File: src/design/ccl_pkg.sv
// constants, field layout and register map of the compare shadow/load control
// assumes a 32-bit plain register port with byte-word addressing
// Notes on behaviour
// - shadow full flags bit9 B, bit8 A
// - pair or compare-A write in shadow mode sets A flag
// - fraction-only write leaves A flag alone
// - flag self clears on load strobe
// - bit6 selects B shadow or immediate
// - bit4 selects A shadow or immediate
// - immediate mode accesses active register directly
// - bits3-2 pick B load event
// - bits1-0 pick A load event
// - load select ignored in immediate mode
// - zero at count 0, period at period
// - fraction bits15-8 hold extension, 7-0 reserved
// - compare A and fraction as 32-bit word
// - fraction follows compare-A mode and load
// - active values compared, equal events emitted
// - reset gives shadow mode, load at zero, for A and B
package ccl_pkg;

    localparam int CCL_ADDR_W = 8;
    localparam int CCL_DATA_W = 32;

    // byte addresses, one aligned word each
    localparam logic [7:0] CCL_OFS_CONTROL = 8'h00;
    localparam logic [7:0] CCL_OFS_A_PAIR = 8'h04;
    localparam logic [7:0] CCL_OFS_A_VALUE = 8'h08;
    localparam logic [7:0] CCL_OFS_A_FRACTION = 8'h0c;
    localparam logic [7:0] CCL_OFS_B_VALUE = 8'h10;

    // compare_control field positions
    localparam int CCL_B_FULL_BIT = 9;
    localparam int CCL_A_FULL_BIT = 8;
    localparam int CCL_B_MODE_BIT = 6;
    localparam int CCL_A_MODE_BIT = 4;
    localparam int CCL_B_SEL_LSB = 2;
    localparam int CCL_A_SEL_LSB = 0;

    // compare_a_fraction field position and pair layout
    localparam int CCL_FRAC_LSB = 8;
    localparam int CCL_PAIR_VALUE_LSB = 16;

    // buffer mode codes
    localparam logic CCL_MODE_SHADOW = 1'b0;
    localparam logic CCL_MODE_IMMEDIATE = 1'b1;

    // load select codes
    localparam logic [1:0] CCL_LOAD_ZERO = 2'b00;
    localparam logic [1:0] CCL_LOAD_PERIOD = 2'b01;
    localparam logic [1:0] CCL_LOAD_EITHER = 2'b10;
    localparam logic [1:0] CCL_LOAD_FREEZE = 2'b11;

    // reset values
    localparam logic [15:0] CCL_RST_VALUE = 16'h0000;
    localparam logic [7:0] CCL_RST_FRACTION = 8'h00;
    localparam logic [1:0] CCL_RST_SEL = CCL_LOAD_ZERO;
    localparam logic [15:0] CCL_COUNT_ZERO = 16'h0000;

    typedef struct packed {
        logic b_full;
        logic a_full;
        logic b_mode;
        logic a_mode;
        logic [1:0] b_sel;
        logic [1:0] a_sel;
        logic [15:0] a_shadow;
        logic [7:0] a_frac_shadow;
        logic [15:0] a_active;
        logic [7:0] a_frac_active;
        logic [15:0] b_shadow;
        logic [15:0] b_active;
        logic [31:0] rdata;
    } ccl_state_type;

endpackage : ccl_pkg

File: src/design/ccl_compare_shadow.sv
// compare A/B shadow buffering, load selection, shadow full flags
// assumes timebase_count and timebase_period are synchronous to clk
`timescale 1ns/1ps
module ccl_compare_shadow
    import ccl_pkg::*;
(
    input wire logic clk,
    input wire logic rst,
    input wire logic [CCL_ADDR_W-1:0] reg_addr,
    input wire logic [CCL_DATA_W-1:0] reg_wdata,
    input wire logic reg_write,
    input wire logic reg_read,
    output logic [CCL_DATA_W-1:0] reg_rdata,
    input wire logic [15:0] timebase_count,
    input wire logic [15:0] timebase_period,
    output logic [15:0] compare_a_value,
    output logic [7:0] compare_a_fraction,
    output logic [15:0] compare_b_value,
    output logic compare_a_equal,
    output logic compare_b_equal,
    output logic a_load_strobe,
    output logic b_load_strobe
);

    ccl_state_type state;
    ccl_state_type next_state;

    logic at_zero;
    logic at_period;
    logic a_load;
    logic b_load;
    logic wr_control;
    logic wr_pair;
    logic wr_a_value;
    logic wr_a_fraction;
    logic wr_b_value;

    // the frozen code never loads, so no extra guard is needed for it
    function automatic logic ccl_load_due(
        input logic mode,
        input logic [1:0] sel,
        input logic zero_hit,
        input logic period_hit
    );
        logic due;
        due = 1'b0;
        if (mode == CCL_MODE_SHADOW)
        begin
            case (sel)
                CCL_LOAD_ZERO: due = zero_hit;
                CCL_LOAD_PERIOD: due = period_hit;
                CCL_LOAD_EITHER: due = zero_hit | period_hit;
                CCL_LOAD_FREEZE: due = 1'b0;
                default: due = 1'b0;
            endcase
        end
        return due;
    endfunction : ccl_load_due

    // the copy software sees: shadow while buffered, active while immediate
    function automatic logic [15:0] ccl_visible(
        input logic mode,
        input logic [15:0] shadow,
        input logic [15:0] active
    );
        logic [15:0] v;
        v = (mode == CCL_MODE_IMMEDIATE) ? active : shadow;
        return v;
    endfunction : ccl_visible

    assign at_zero = (timebase_count == CCL_COUNT_ZERO);
    assign at_period = (timebase_count == timebase_period);

    assign a_load = ccl_load_due(state.a_mode, state.a_sel, at_zero, at_period);
    assign b_load = ccl_load_due(state.b_mode, state.b_sel, at_zero, at_period);

    assign wr_control = reg_write && (reg_addr == CCL_OFS_CONTROL);
    assign wr_pair = reg_write && (reg_addr == CCL_OFS_A_PAIR);
    assign wr_a_value = reg_write && (reg_addr == CCL_OFS_A_VALUE);
    assign wr_a_fraction = reg_write && (reg_addr == CCL_OFS_A_FRACTION);
    assign wr_b_value = reg_write && (reg_addr == CCL_OFS_B_VALUE);

    always_comb
    begin
        logic [15:0] a_view;
        logic [7:0] frac_view;
        logic [15:0] b_view;
        logic [15:0] ctl_view;
        logic [15:0] new_a;
        logic [7:0] new_frac;
        logic a_written;
        logic frac_written;
        a_view = 16'h0000;
        frac_view = 8'h00;
        b_view = 16'h0000;
        ctl_view = 16'h0000;
        new_a = 16'h0000;
        new_frac = 8'h00;
        a_written = 1'b0;
        frac_written = 1'b0;
        next_state = state;

        // load strobes act in the very cycle the event is seen
        if (a_load)
        begin
            next_state.a_active = state.a_shadow;
            next_state.a_frac_active = state.a_frac_shadow;
            next_state.a_full = 1'b0;
        end
        if (b_load)
        begin
            next_state.b_active = state.b_shadow;
            next_state.b_full = 1'b0;
        end

        // compare A and fraction writes, alone or as one word
        if (wr_pair)
        begin
            new_a = reg_wdata[CCL_PAIR_VALUE_LSB +: 16];
            new_frac = reg_wdata[CCL_FRAC_LSB +: 8];
            a_written = 1'b1;
            frac_written = 1'b1;
        end
        else if (wr_a_value)
        begin
            new_a = reg_wdata[15:0];
            a_written = 1'b1;
        end
        else if (wr_a_fraction)
        begin
            new_frac = reg_wdata[CCL_FRAC_LSB +: 8];
            frac_written = 1'b1;
        end

        // immediate writes also update the shadow, so a later switch to
        // shadow mode does not reload a stale value
        if (a_written)
        begin
            next_state.a_shadow = new_a;
            if (state.a_mode == CCL_MODE_IMMEDIATE)
            begin
                next_state.a_active = new_a;
            end
            else
            begin
                // a write beside a load keeps the flag set: set wins
                next_state.a_full = 1'b1;
            end
        end
        if (frac_written)
        begin
            // a fraction-only write never touches a_full
            next_state.a_frac_shadow = new_frac;
            if (state.a_mode == CCL_MODE_IMMEDIATE)
            begin
                next_state.a_frac_active = new_frac;
            end
        end

        if (wr_b_value)
        begin
            next_state.b_shadow = reg_wdata[15:0];
            if (state.b_mode == CCL_MODE_IMMEDIATE)
            begin
                next_state.b_active = reg_wdata[15:0];
            end
            else
            begin
                // overwrites a waiting value if already full
                next_state.b_full = 1'b1;
            end
        end

        // full flags are read-only; reserved bits are dropped
        if (wr_control)
        begin
            next_state.b_mode = reg_wdata[CCL_B_MODE_BIT];
            next_state.a_mode = reg_wdata[CCL_A_MODE_BIT];
            next_state.b_sel = reg_wdata[CCL_B_SEL_LSB +: 2];
            next_state.a_sel = reg_wdata[CCL_A_SEL_LSB +: 2];
        end

        // read data reflect state before this cycle's update
        a_view = ccl_visible(state.a_mode, state.a_shadow, state.a_active);
        frac_view = (state.a_mode == CCL_MODE_IMMEDIATE) ?
            state.a_frac_active : state.a_frac_shadow;
        b_view = ccl_visible(state.b_mode, state.b_shadow, state.b_active);
        ctl_view[CCL_B_FULL_BIT] = state.b_full;
        ctl_view[CCL_A_FULL_BIT] = state.a_full;
        ctl_view[CCL_B_MODE_BIT] = state.b_mode;
        ctl_view[CCL_A_MODE_BIT] = state.a_mode;
        ctl_view[CCL_B_SEL_LSB +: 2] = state.b_sel;
        ctl_view[CCL_A_SEL_LSB +: 2] = state.a_sel;

        next_state.rdata = 32'h00000000;
        if (reg_read)
        begin
            case (reg_addr)
                CCL_OFS_CONTROL: next_state.rdata = {16'h0000, ctl_view};
                CCL_OFS_A_PAIR: next_state.rdata = {a_view, frac_view, 8'h00};
                CCL_OFS_A_VALUE: next_state.rdata = {16'h0000, a_view};
                CCL_OFS_A_FRACTION: next_state.rdata = {16'h0000, frac_view, 8'h00};
                CCL_OFS_B_VALUE: next_state.rdata = {16'h0000, b_view};
                default: next_state.rdata = 32'h00000000;
            endcase
        end
    end

    always_ff @(posedge clk or posedge rst)
    begin
        if (rst)
        begin
            state.b_full <= 1'b0;
            state.a_full <= 1'b0;
            state.b_mode <= CCL_MODE_SHADOW;
            state.a_mode <= CCL_MODE_SHADOW;
            state.b_sel <= CCL_RST_SEL;
            state.a_sel <= CCL_RST_SEL;
            state.a_shadow <= CCL_RST_VALUE;
            state.a_frac_shadow <= CCL_RST_FRACTION;
            state.a_active <= CCL_RST_VALUE;
            state.a_frac_active <= CCL_RST_FRACTION;
            state.b_shadow <= CCL_RST_VALUE;
            state.b_active <= CCL_RST_VALUE;
            state.rdata <= 32'h00000000;
        end
        else
        begin
            state <= next_state;
        end
    end

    assign reg_rdata = state.rdata;
    assign compare_a_value = state.a_active;
    assign compare_a_fraction = state.a_frac_active;
    assign compare_b_value = state.b_active;

    // equality is combinational so the action logic sees it in the
    // counter's own cycle; the fraction takes no part in the match
    assign compare_a_equal = (timebase_count == state.a_active);
    assign compare_b_equal = (timebase_count == state.b_active);
    assign a_load_strobe = a_load;
    assign b_load_strobe = b_load;

endmodule : ccl_compare_shadow

File: config.mk
export PLATFORM = sky130hd
export DESIGN_NAME = ccl_compare_shadow
export DESIGN_NICKNAME = d
export VERILOG_FILES = /design/src/design/ccl_pkg.sv /design/src/design/ccl_compare_shadow.sv
export SDC_FILE = /design/constraint.sdc
export NUM_CORES = 1
export LEC_CHECK = 0
export ABC_CLOCK_PERIOD_IN_PS = 5400
export CAP_MARGIN = 20
export CORE_MARGIN = 4
export CORE_UTILIZATION = 60
export DETAILED_ROUTE_END_ITERATION = 8
export DONT_BUFFER_PORTS = 1
export HOLD_SLACK_MARGIN = 0.1
export PLACE_DENSITY = 0.76
export SETUP_SLACK_MARGIN = 0.4
export SLEW_MARGIN = 20
export SYNTH_ARGS = -nofsm -noshare
export SYNTH_HDL_FRONTEND = slang
export SYNTH_SLANG_ARGS = --single-unit
export TNS_END_PERCENT = 10
File: constraint.sdc
create_clock -name clk -period 5.4 [get_ports clk]
set_input_delay 0 -clock clk [delete_from_list [all_inputs] [get_ports clk]]
set_output_delay 0 -clock clk [all_outputs]
set_load 0.01 [all_outputs]
==> key figures, run 1 <==
Setup path
  – Crit path top cell by count: dlygate4sd3_1
  – Slowest stage delay, CP: 0.80 ns
  – CP Launch Type: input port
  – Signal arrival time at the worst endpoint: 3.54 ns
  – Crit-path cells: dlygate4sd3_1 > nor4b_1 > nand2_2 > nor2_2 > o22ai_1 > a21oi_1 > dlygate4sd3_1
  – CP Class: input port to register
  – Critical Path RT: 5.76 ns
  – CP top delay family: simple AND/OR/NAND/NOR gates
  – Slowest stage cell, crit path: dlygate4sd3_1
  – CP endpoint kind: register
  – CP Max Fanout: 34
  – Critical path buffer and inverter count: 2

Floorplanning
  – Die area: 13800 µm²
  – Die W: 117 µm
  – IO Pins: 152
  – Initial Util: 0.619
  – # rows: 39
  – Core Area: 11600 µm²
  – Die Y: 117 µm

Synth
  – Yosys top cell area share: 0.419
  – XOR/XNOR share of the synthesized area: 0.0599
  – Flops & latches, synth: 120
  – Synth area leader: dfrtp_1
  – Yosys cell types: 50
  – Adder-Cell Fraction of Synth Area: 0
  – Synth Area in Compound Gates: 0.168
  – Mux contribution to synthesized area: 0.131
  – Net Count, Synth: 823
  – Largest family of logic cells by synthesized area: compound AO/OA/AOI/OAI gates
  – Synth Area in Simple Gates: 0.115
  – Post-Synthesis Cell Area: 7160 µm²
  – Top FF cell, synth: dfrtp_1
  – Post-synth top cells: dfrtp_1, mux2i_1, buf_4
  – Post-synth EDFFs: 0
  – Async set or reset register ratio after synthesis: 1.00
  – Register area share after synthesis: 0.419
  – Area contributors post-synth: dfrtp_1, mux2i_1, buf_4
  – Count leader, synth: dfrtp_1
  – Synth Warn #: 0
  – Cell count after synthesis: 747
  – Syn_area_per_cell: 9.59 µm²

Placement
  – Port Buf Inserts: 0
  – Global placement routability congestion: 0.929
  – Dpl ws: 2.74 ns
  – DPL Wire Length: 14400 µm
  – Inst Count DP: 780

GRT
  – Vias in the first global route: 5953
  – Global route overflow: 0
  – Initial antenna violation count: 1
  – Total track usage: 0.326
  – Pin count of the biggest net entering global routing: 66
  – First-pass GRT wire length: 33400 µm

Drt
  – Routed WL: 22100 µm
  – Final ANT Viol Nets: 0
  – # DRC: 0
  – Vias/cell: 6.74
  – Post-DR wirelength/cell: 25.4 µm
  – Via Count: 5868
  – DRT Pass-1 Iters: 5
  – Number of DRC markers in iteration 0: 627

Clock network
  – CTS buffer count: 17
  – Setup repair bufs after CTS: 0
  – Resize count post-CTS: 0
  – Clock Tree Buf Depth: 2
  – Root Buffer: clkbuf_16
  – Clk sinks: 120
  – Hold-fix buffers, CTS: 57
  – Clock Latency Late Sink: 0.42 ns
  – H-Tree Depth: 4
  – Reg clk slew, reported paths: 0.06 ns
  – CTS tree: done

Power and ir drop
  – PwrDens: 341 nW/µm²
  – Sequential group share of total power: 0.408
  – Design Power: 2700 µW
  – Net Sw Power: 726 µW
  – Clock network power share: 0.464
  – Worst IR Drop VDD: 0.339 mV
  – Combinational share of power: 0.128
  – Internal power: 1970 µW
  – Switching share of power: 0.269
  – Leak: 0.00377 µW

Cells and area
  – Post-route core utilization: 0.685
  – Layout overhead on the synthesized area: 10.6%
  – Post-route insts no fill: 871
  – Nets: 789
  – Share of cells above drive strength 1: 0.0937

STA
  – Max Slew Vio Count: 0
  – Fmax: 315 MHz
  – Slew HR: 0.285
  – Final setup fails: 0
  – Clk_skew: 0.00771 ns
  – Setup TNS: 0 ns
  – Least-Margin Pin Slew: 1.07 ns
  – Min Tclk post-route: 3.18 ns
  – Setup WS post-layout: 2.22 ns
  – RSZ-0062 raised after global routing: false
  – Hold Vio Cnt, Final: 0
  – Tcrit/Tclk final: 0.589

Status
  – Status: complete, no violations

Hold path
  – Type of the most critical hold path: input port to register

Job
  – Max-cap violations: 0
-- cell families (layout without fill, tap and decap cells) --
group                     after synthesis  after routing
other                                   0              2
buffers and inverters                 126            105
AOI/OAI and AO/OA                     186            186
xor gates and xnor gates               49             49
muxes                                  92             92
and+or+nand+nor                       174            174
DFF                                   120            120
-- power groups by stage --
stage / Combinational (µW) / Sequential, µW / Clock, µW
after floorplan: 331 / 1040 / 0
after global placement: 280 / 1110 / 0
after detailed placement: 291 / 1110 / 0
after CTS: 339 / 1100 / 1250
after global routing: 377 / 1110 / 1300
final: 346 / 1100 / 1250
-- cell usage in the layout (no fill, tap or decap), drive strengths merged, types with 3 or more instances in the layout --
master,count
dfrtp,120
mux2i,79
nand2,70
a21oi,62
dlygate4sd3,57
nor2,47
xnor2,33
o21ai,28
o22ai,25
clkbuf,25
nand2b,18
xor2,16
a22oi,16
o31ai,15
a221o,14
mux2,13
nand4,12
nor4,10
buf,8
o22a,7
inv,7
o21ba,5
bufinv,4
nor3,4
clkinv,4
a21boi,3
-- area by class of cell --
class / instances / area [µm²]
inverter: 8 / 32.5
multi-input combinational: 501 / 3410
clock buffer: 25 / 526
tap: 143 / 179
antenna: 2 / 5.00
clock inverter: 7 / 135
timing repair buffer: 65 / 631
fill: 874 / 3640
sequential: 120 / 3000
-- per-stage QoR --
step,hold slack [ns],area [µm²]
global placement,0.0687,6680
CTS,0.123,7910
floorplan,0.113,7160
global route,0.141,7920
detailed placement,0.0742,6680
finish,0.156,7920
-- layer usage --
metal | up-vias | part of all wire | global-route usage
met5 | - | 0 | 0
met2 | 398 | 0.49 | 0.528
met3 | 81 | 0.10 | 0.117
met1 | 2856 | 0.36 | 0.381
li1 | 2533 | - | -
met4 | 0 | 0.047 | 0.170
-- final timing paths --
check	start	end	slack (ns)	depth (start not counted)
min in group asynchronous	rst	reg_rdata[22]$_DFF_PP0_	0.22	2
setup reg to reg	state[111]$_DFFE_PP0N_	state[111]$_DFFE_PP0N_	3.35	5
max in group asynchronous	rst	compare_a_fraction[4]$_DFF_PP0_	3.95	3
hold reg to reg	state[50]$_DFFE_PP0P_	state[50]$_DFFE_PP0P_	0.51	2
hold / removal	reg_addr[4]	reg_rdata[4]$_DFF_PP0_	0.16	3
setup / recovery	reg_addr[4]	state[101]$_DFFE_PP0N_	2.22	7
-- tightest hold or removal path: cells and delay by family --
kind,cells,cell delay (ns)
and+or+nand+nor,2,0.47
AOI/OAI and AO/OA,1,0.06
-- registers in the layout, indices dropped and copies added, names as in the netlist --
register / cells
compare_a_fraction: 8
state: 48
compare_a_value: 16
reg_rdata: 32
compare_b_value: 16
Note: power is estimated with default switching activity, not from simulation.
==> run 2, diff against run 1 <==
- ABC_CLOCK_PERIOD_IN_PS: 5400 -> 2600
- CORE_UTILIZATION: 60 -> 58
- clock period: 5.4 -> 2.6 ns (I/O delays scaled with it)
==> run 2 against run 1 <==
  * Global-route usage shrank 1.6 points
  * Setup slack lost 1.7 ns
  * Clock-buffer cell count shrank 1
  * Combinational power increased by 110%
  * Core utilization down 2.5 points
  * First-iteration DRC count grew 32%
  * Worst hold slack worse by 0.067 ns
  * Register-to-register slack lost 2.8 ns
  * Clock skew up 0.0022 ns
  * Clock power increased by 87%
  * Critical endpoint is now compare_a_equal
  * Highest routed layer unchanged
==> key figures, run 2 (synthesis gave the netlist of run 1 again) <==
Status
  – Status: complete, no violations

STA
  – Fmax: 481 MHz
  – RSZ-0062 raised after global routing: false
  – Hold Vio Cnt, Final: 0 (unchanged)
  – Min Tclk post-route: 2.08 ns
  – Least-Margin Pin Slew: 1.05 ns (-0.0231 ns)
  – Setup TNS: 0 ns (unchanged)
  – Clk_skew: 0.00990 ns (+0.00219 ns)
  – Slew HR: 0.301 (+0.0154)
  – Tcrit/Tclk final: 0.799
  – Max Slew Vio Count: 0 (unchanged)
  – Final setup fails: 0 (unchanged)
  – Setup WS post-layout: 0.522 ns (-1.70 ns)

Power and ir drop
  – PwrDens: 673 nW/µm² (+97%)
  – Switching share of power: 0.280 (+0.0113)
  – Leak: 0.00378 µW (+0.36%)
  – Internal power: 3850 µW (+95%)
  – Design Power: 5360 µW (+98%)
  – Net Sw Power: 1500 µW (+110%)
  – Sequential group share of total power: 0.428 (+0.020)
  – Worst IR Drop VDD: 0.603 mV (+78%)
  – Clock network power share: 0.438 (-0.026)
  – Combinational share of power: 0.134 (+0.006)

GRT
  – First-pass GRT wire length: 34100 µm (+2.1%)
  – Pin count of the biggest net entering global routing: 57 (-14%)
  – Initial antenna violation count: 1 (unchanged)
  – Total track usage: 0.311 (-0.0156)
  – Global route overflow: 0 (unchanged)
  – Vias in the first global route: 5985 (+0.54%)

Drt
  – Via Count: 5918 (+0.85%)
  – # DRC: 0 (unchanged)
  – Number of DRC markers in iteration 0: 829 (+32%)
  – DRT Pass-1 Iters: 5 (unchanged)
  – Final ANT Viol Nets: 0 (unchanged)
  – Post-DR wirelength/cell: 24.4 µm (-3.8%)
  – Routed WL: 22000 µm (-0.39%)
  – Vias/cell: 6.56 (-2.6%)

Placement
  – Dpl ws: 0.659 ns (-2.08 ns)
  – Port Buf Inserts: 0 (unchanged)
  – DPL Wire Length: 14700 µm (+2.2%)
  – Global placement routability congestion: 0.899 (-3.2%)
  – Inst Count DP: 811 (+4.0%)

Clock network
  – H-Tree Depth: 4 (unchanged)
  – CTS tree: done
  – Reg clk slew, reported paths: 0.05 ns (about the same)
  – Clk sinks: 120 (unchanged)
  – Clock Tree Buf Depth: 2 (unchanged)
  – CTS buffer count: 17 (unchanged)
  – Clock Latency Late Sink: 0.42 ns (about the same)
  – Root Buffer: clkbuf_16

Cells and area
  – Filler cells: 948 (+8.5%)
  – Largest register FFs: 48 (unchanged)
  – Layout overhead on the synthesized area: 11.1%
  – Multi-input gate area: 3410 µm² (about the same)
  – Nets: 796 (+0.89%)
  – Register area: 3000 µm² (unchanged)
  – Share of cells above drive strength 1: 0.104 (+0.0100)
  – Post-route insts no fill: 902 (+3.6%)
  – Most common cell after layout, fill and taps aside: dfrtp_1
  – Most frequent cells in the layout: dfrtp_1, mux2i_1, nand2_1
  – Most flop-heavy register: state

Setup path
  – CP Launch Type: register
  – CP Max Fanout: 5 (-85%)
  – CP endpoint kind: output port
  – CP Class: register to output port
  – Signal arrival time at the worst endpoint: 2.08 ns (-1.46 ns)
  – Critical Path RT: 2.60 ns (-3.16 ns)

Floorplanning
  – Core Area: 12100 µm² (+4.3%)
  – Die W: 119 µm (+1.6%)
  – # rows: 40 (+2.6%)
  – Die Y: 119 µm (+1.6%)
  – IO Pins: 152 (unchanged)
  – Initial Util: 0.594 (-0.0255)
  – Die area: 14200 µm² (+3.2%)

Job
  – Max-cap violations: 0 (unchanged)

Hold path
  – Type of the most critical hold path: input port to register
run 2: critical path, stage by stage (launching register included):
cell and delay, ns:
dfrtp_1 0.50, xnor2_1 0.27, nand4_1 0.15, nor4_1 0.74
run 2: final timing paths:
| kind | from | endpoint | slack (ns) | depth (start not counted) |
|---|---|---|---|---|
| max | compare_a_value[11]$_DFF_PP0_ | compare_a_equal | 0.52 | 3 |
| min | reg_addr[7] | compare_a_value[1]$_DFF_PP0_ | 0.09 | 5 |
| max reg2reg | state[117]$_DFFE_PP0P_ | compare_b_value[0]$_DFF_PP0_ | 0.57 | 4 |
| min reg2reg | state[61]$_DFFE_PP0P_ | state[61]$_DFFE_PP0P_ | 0.51 | 2 |
| max in group asynchronous | rst | compare_b_value[9]$_DFF_PP0_ | 1.55 | 3 |
| min in group asynchronous | rst | state[98]$_DFFE_PP0N_ | 0.22 | 2 |
run 2: routing by layer:
metal | wire (µm) | share of wire | up-vias | global-route usage
met5 | 0 | 0 | - | 0
met1 | 8030 | 0.37 | 2888 | 0.379
met3 | 2120 | 0.096 | 89 | 0.0897
met4 | 1170 | 0.053 | 0 | 0.169
met2 | 10700 | 0.49 | 400 | 0.496
li1 | - | - | 2541 | -
run 2: final cells by class:
| cell class | count | share of cell area |
|---|---|---|
| Multi-Input combinational cell | 501 | 0.429 |
| Clock buffer | 24 | 0.0631 |
| Tap cell | 168 | 0.0264 |
| Inverter | 8 | 0.00425 |
| Antenna cell | 1 | 0.000315 |
| Timing Repair Buffer | 72 | 0.0881 |
| Sequential cell | 120 | 0.378 |
| Clock inverter | 8 | 0.0116 |
run 2: metrics by stage:
step	cell area [µm²]	hold WS, ns	utilization
4_1_cts	7930	0.112	0.658
5_1_grt	7960	0.171	0.660
3_3_place_gp	6780	0.0576	0.562
2_1_floorplan	7170	0.113	-
3_5_place_dp	6780	0.0602	0.562
6_report	7960	0.0892	0.660
run 2: power groups by stage:
stage	combinational, µW	clock (µW)	sequential [µW]
detailed placement	602	0	2320
finish	720	2340	2290
CTS	706	2350	2290
global placement	575	0	2310
global route	779	2460	2310
floorplan	687	0	2150
run 2: repair_timing:
item,4_1_cts,5_1_grt
gates resized for setup,0,4
hold buffers,56,0
buffers inserted,0,2
hold endpoints to repair,140,0
setup endpoints to repair,0,16
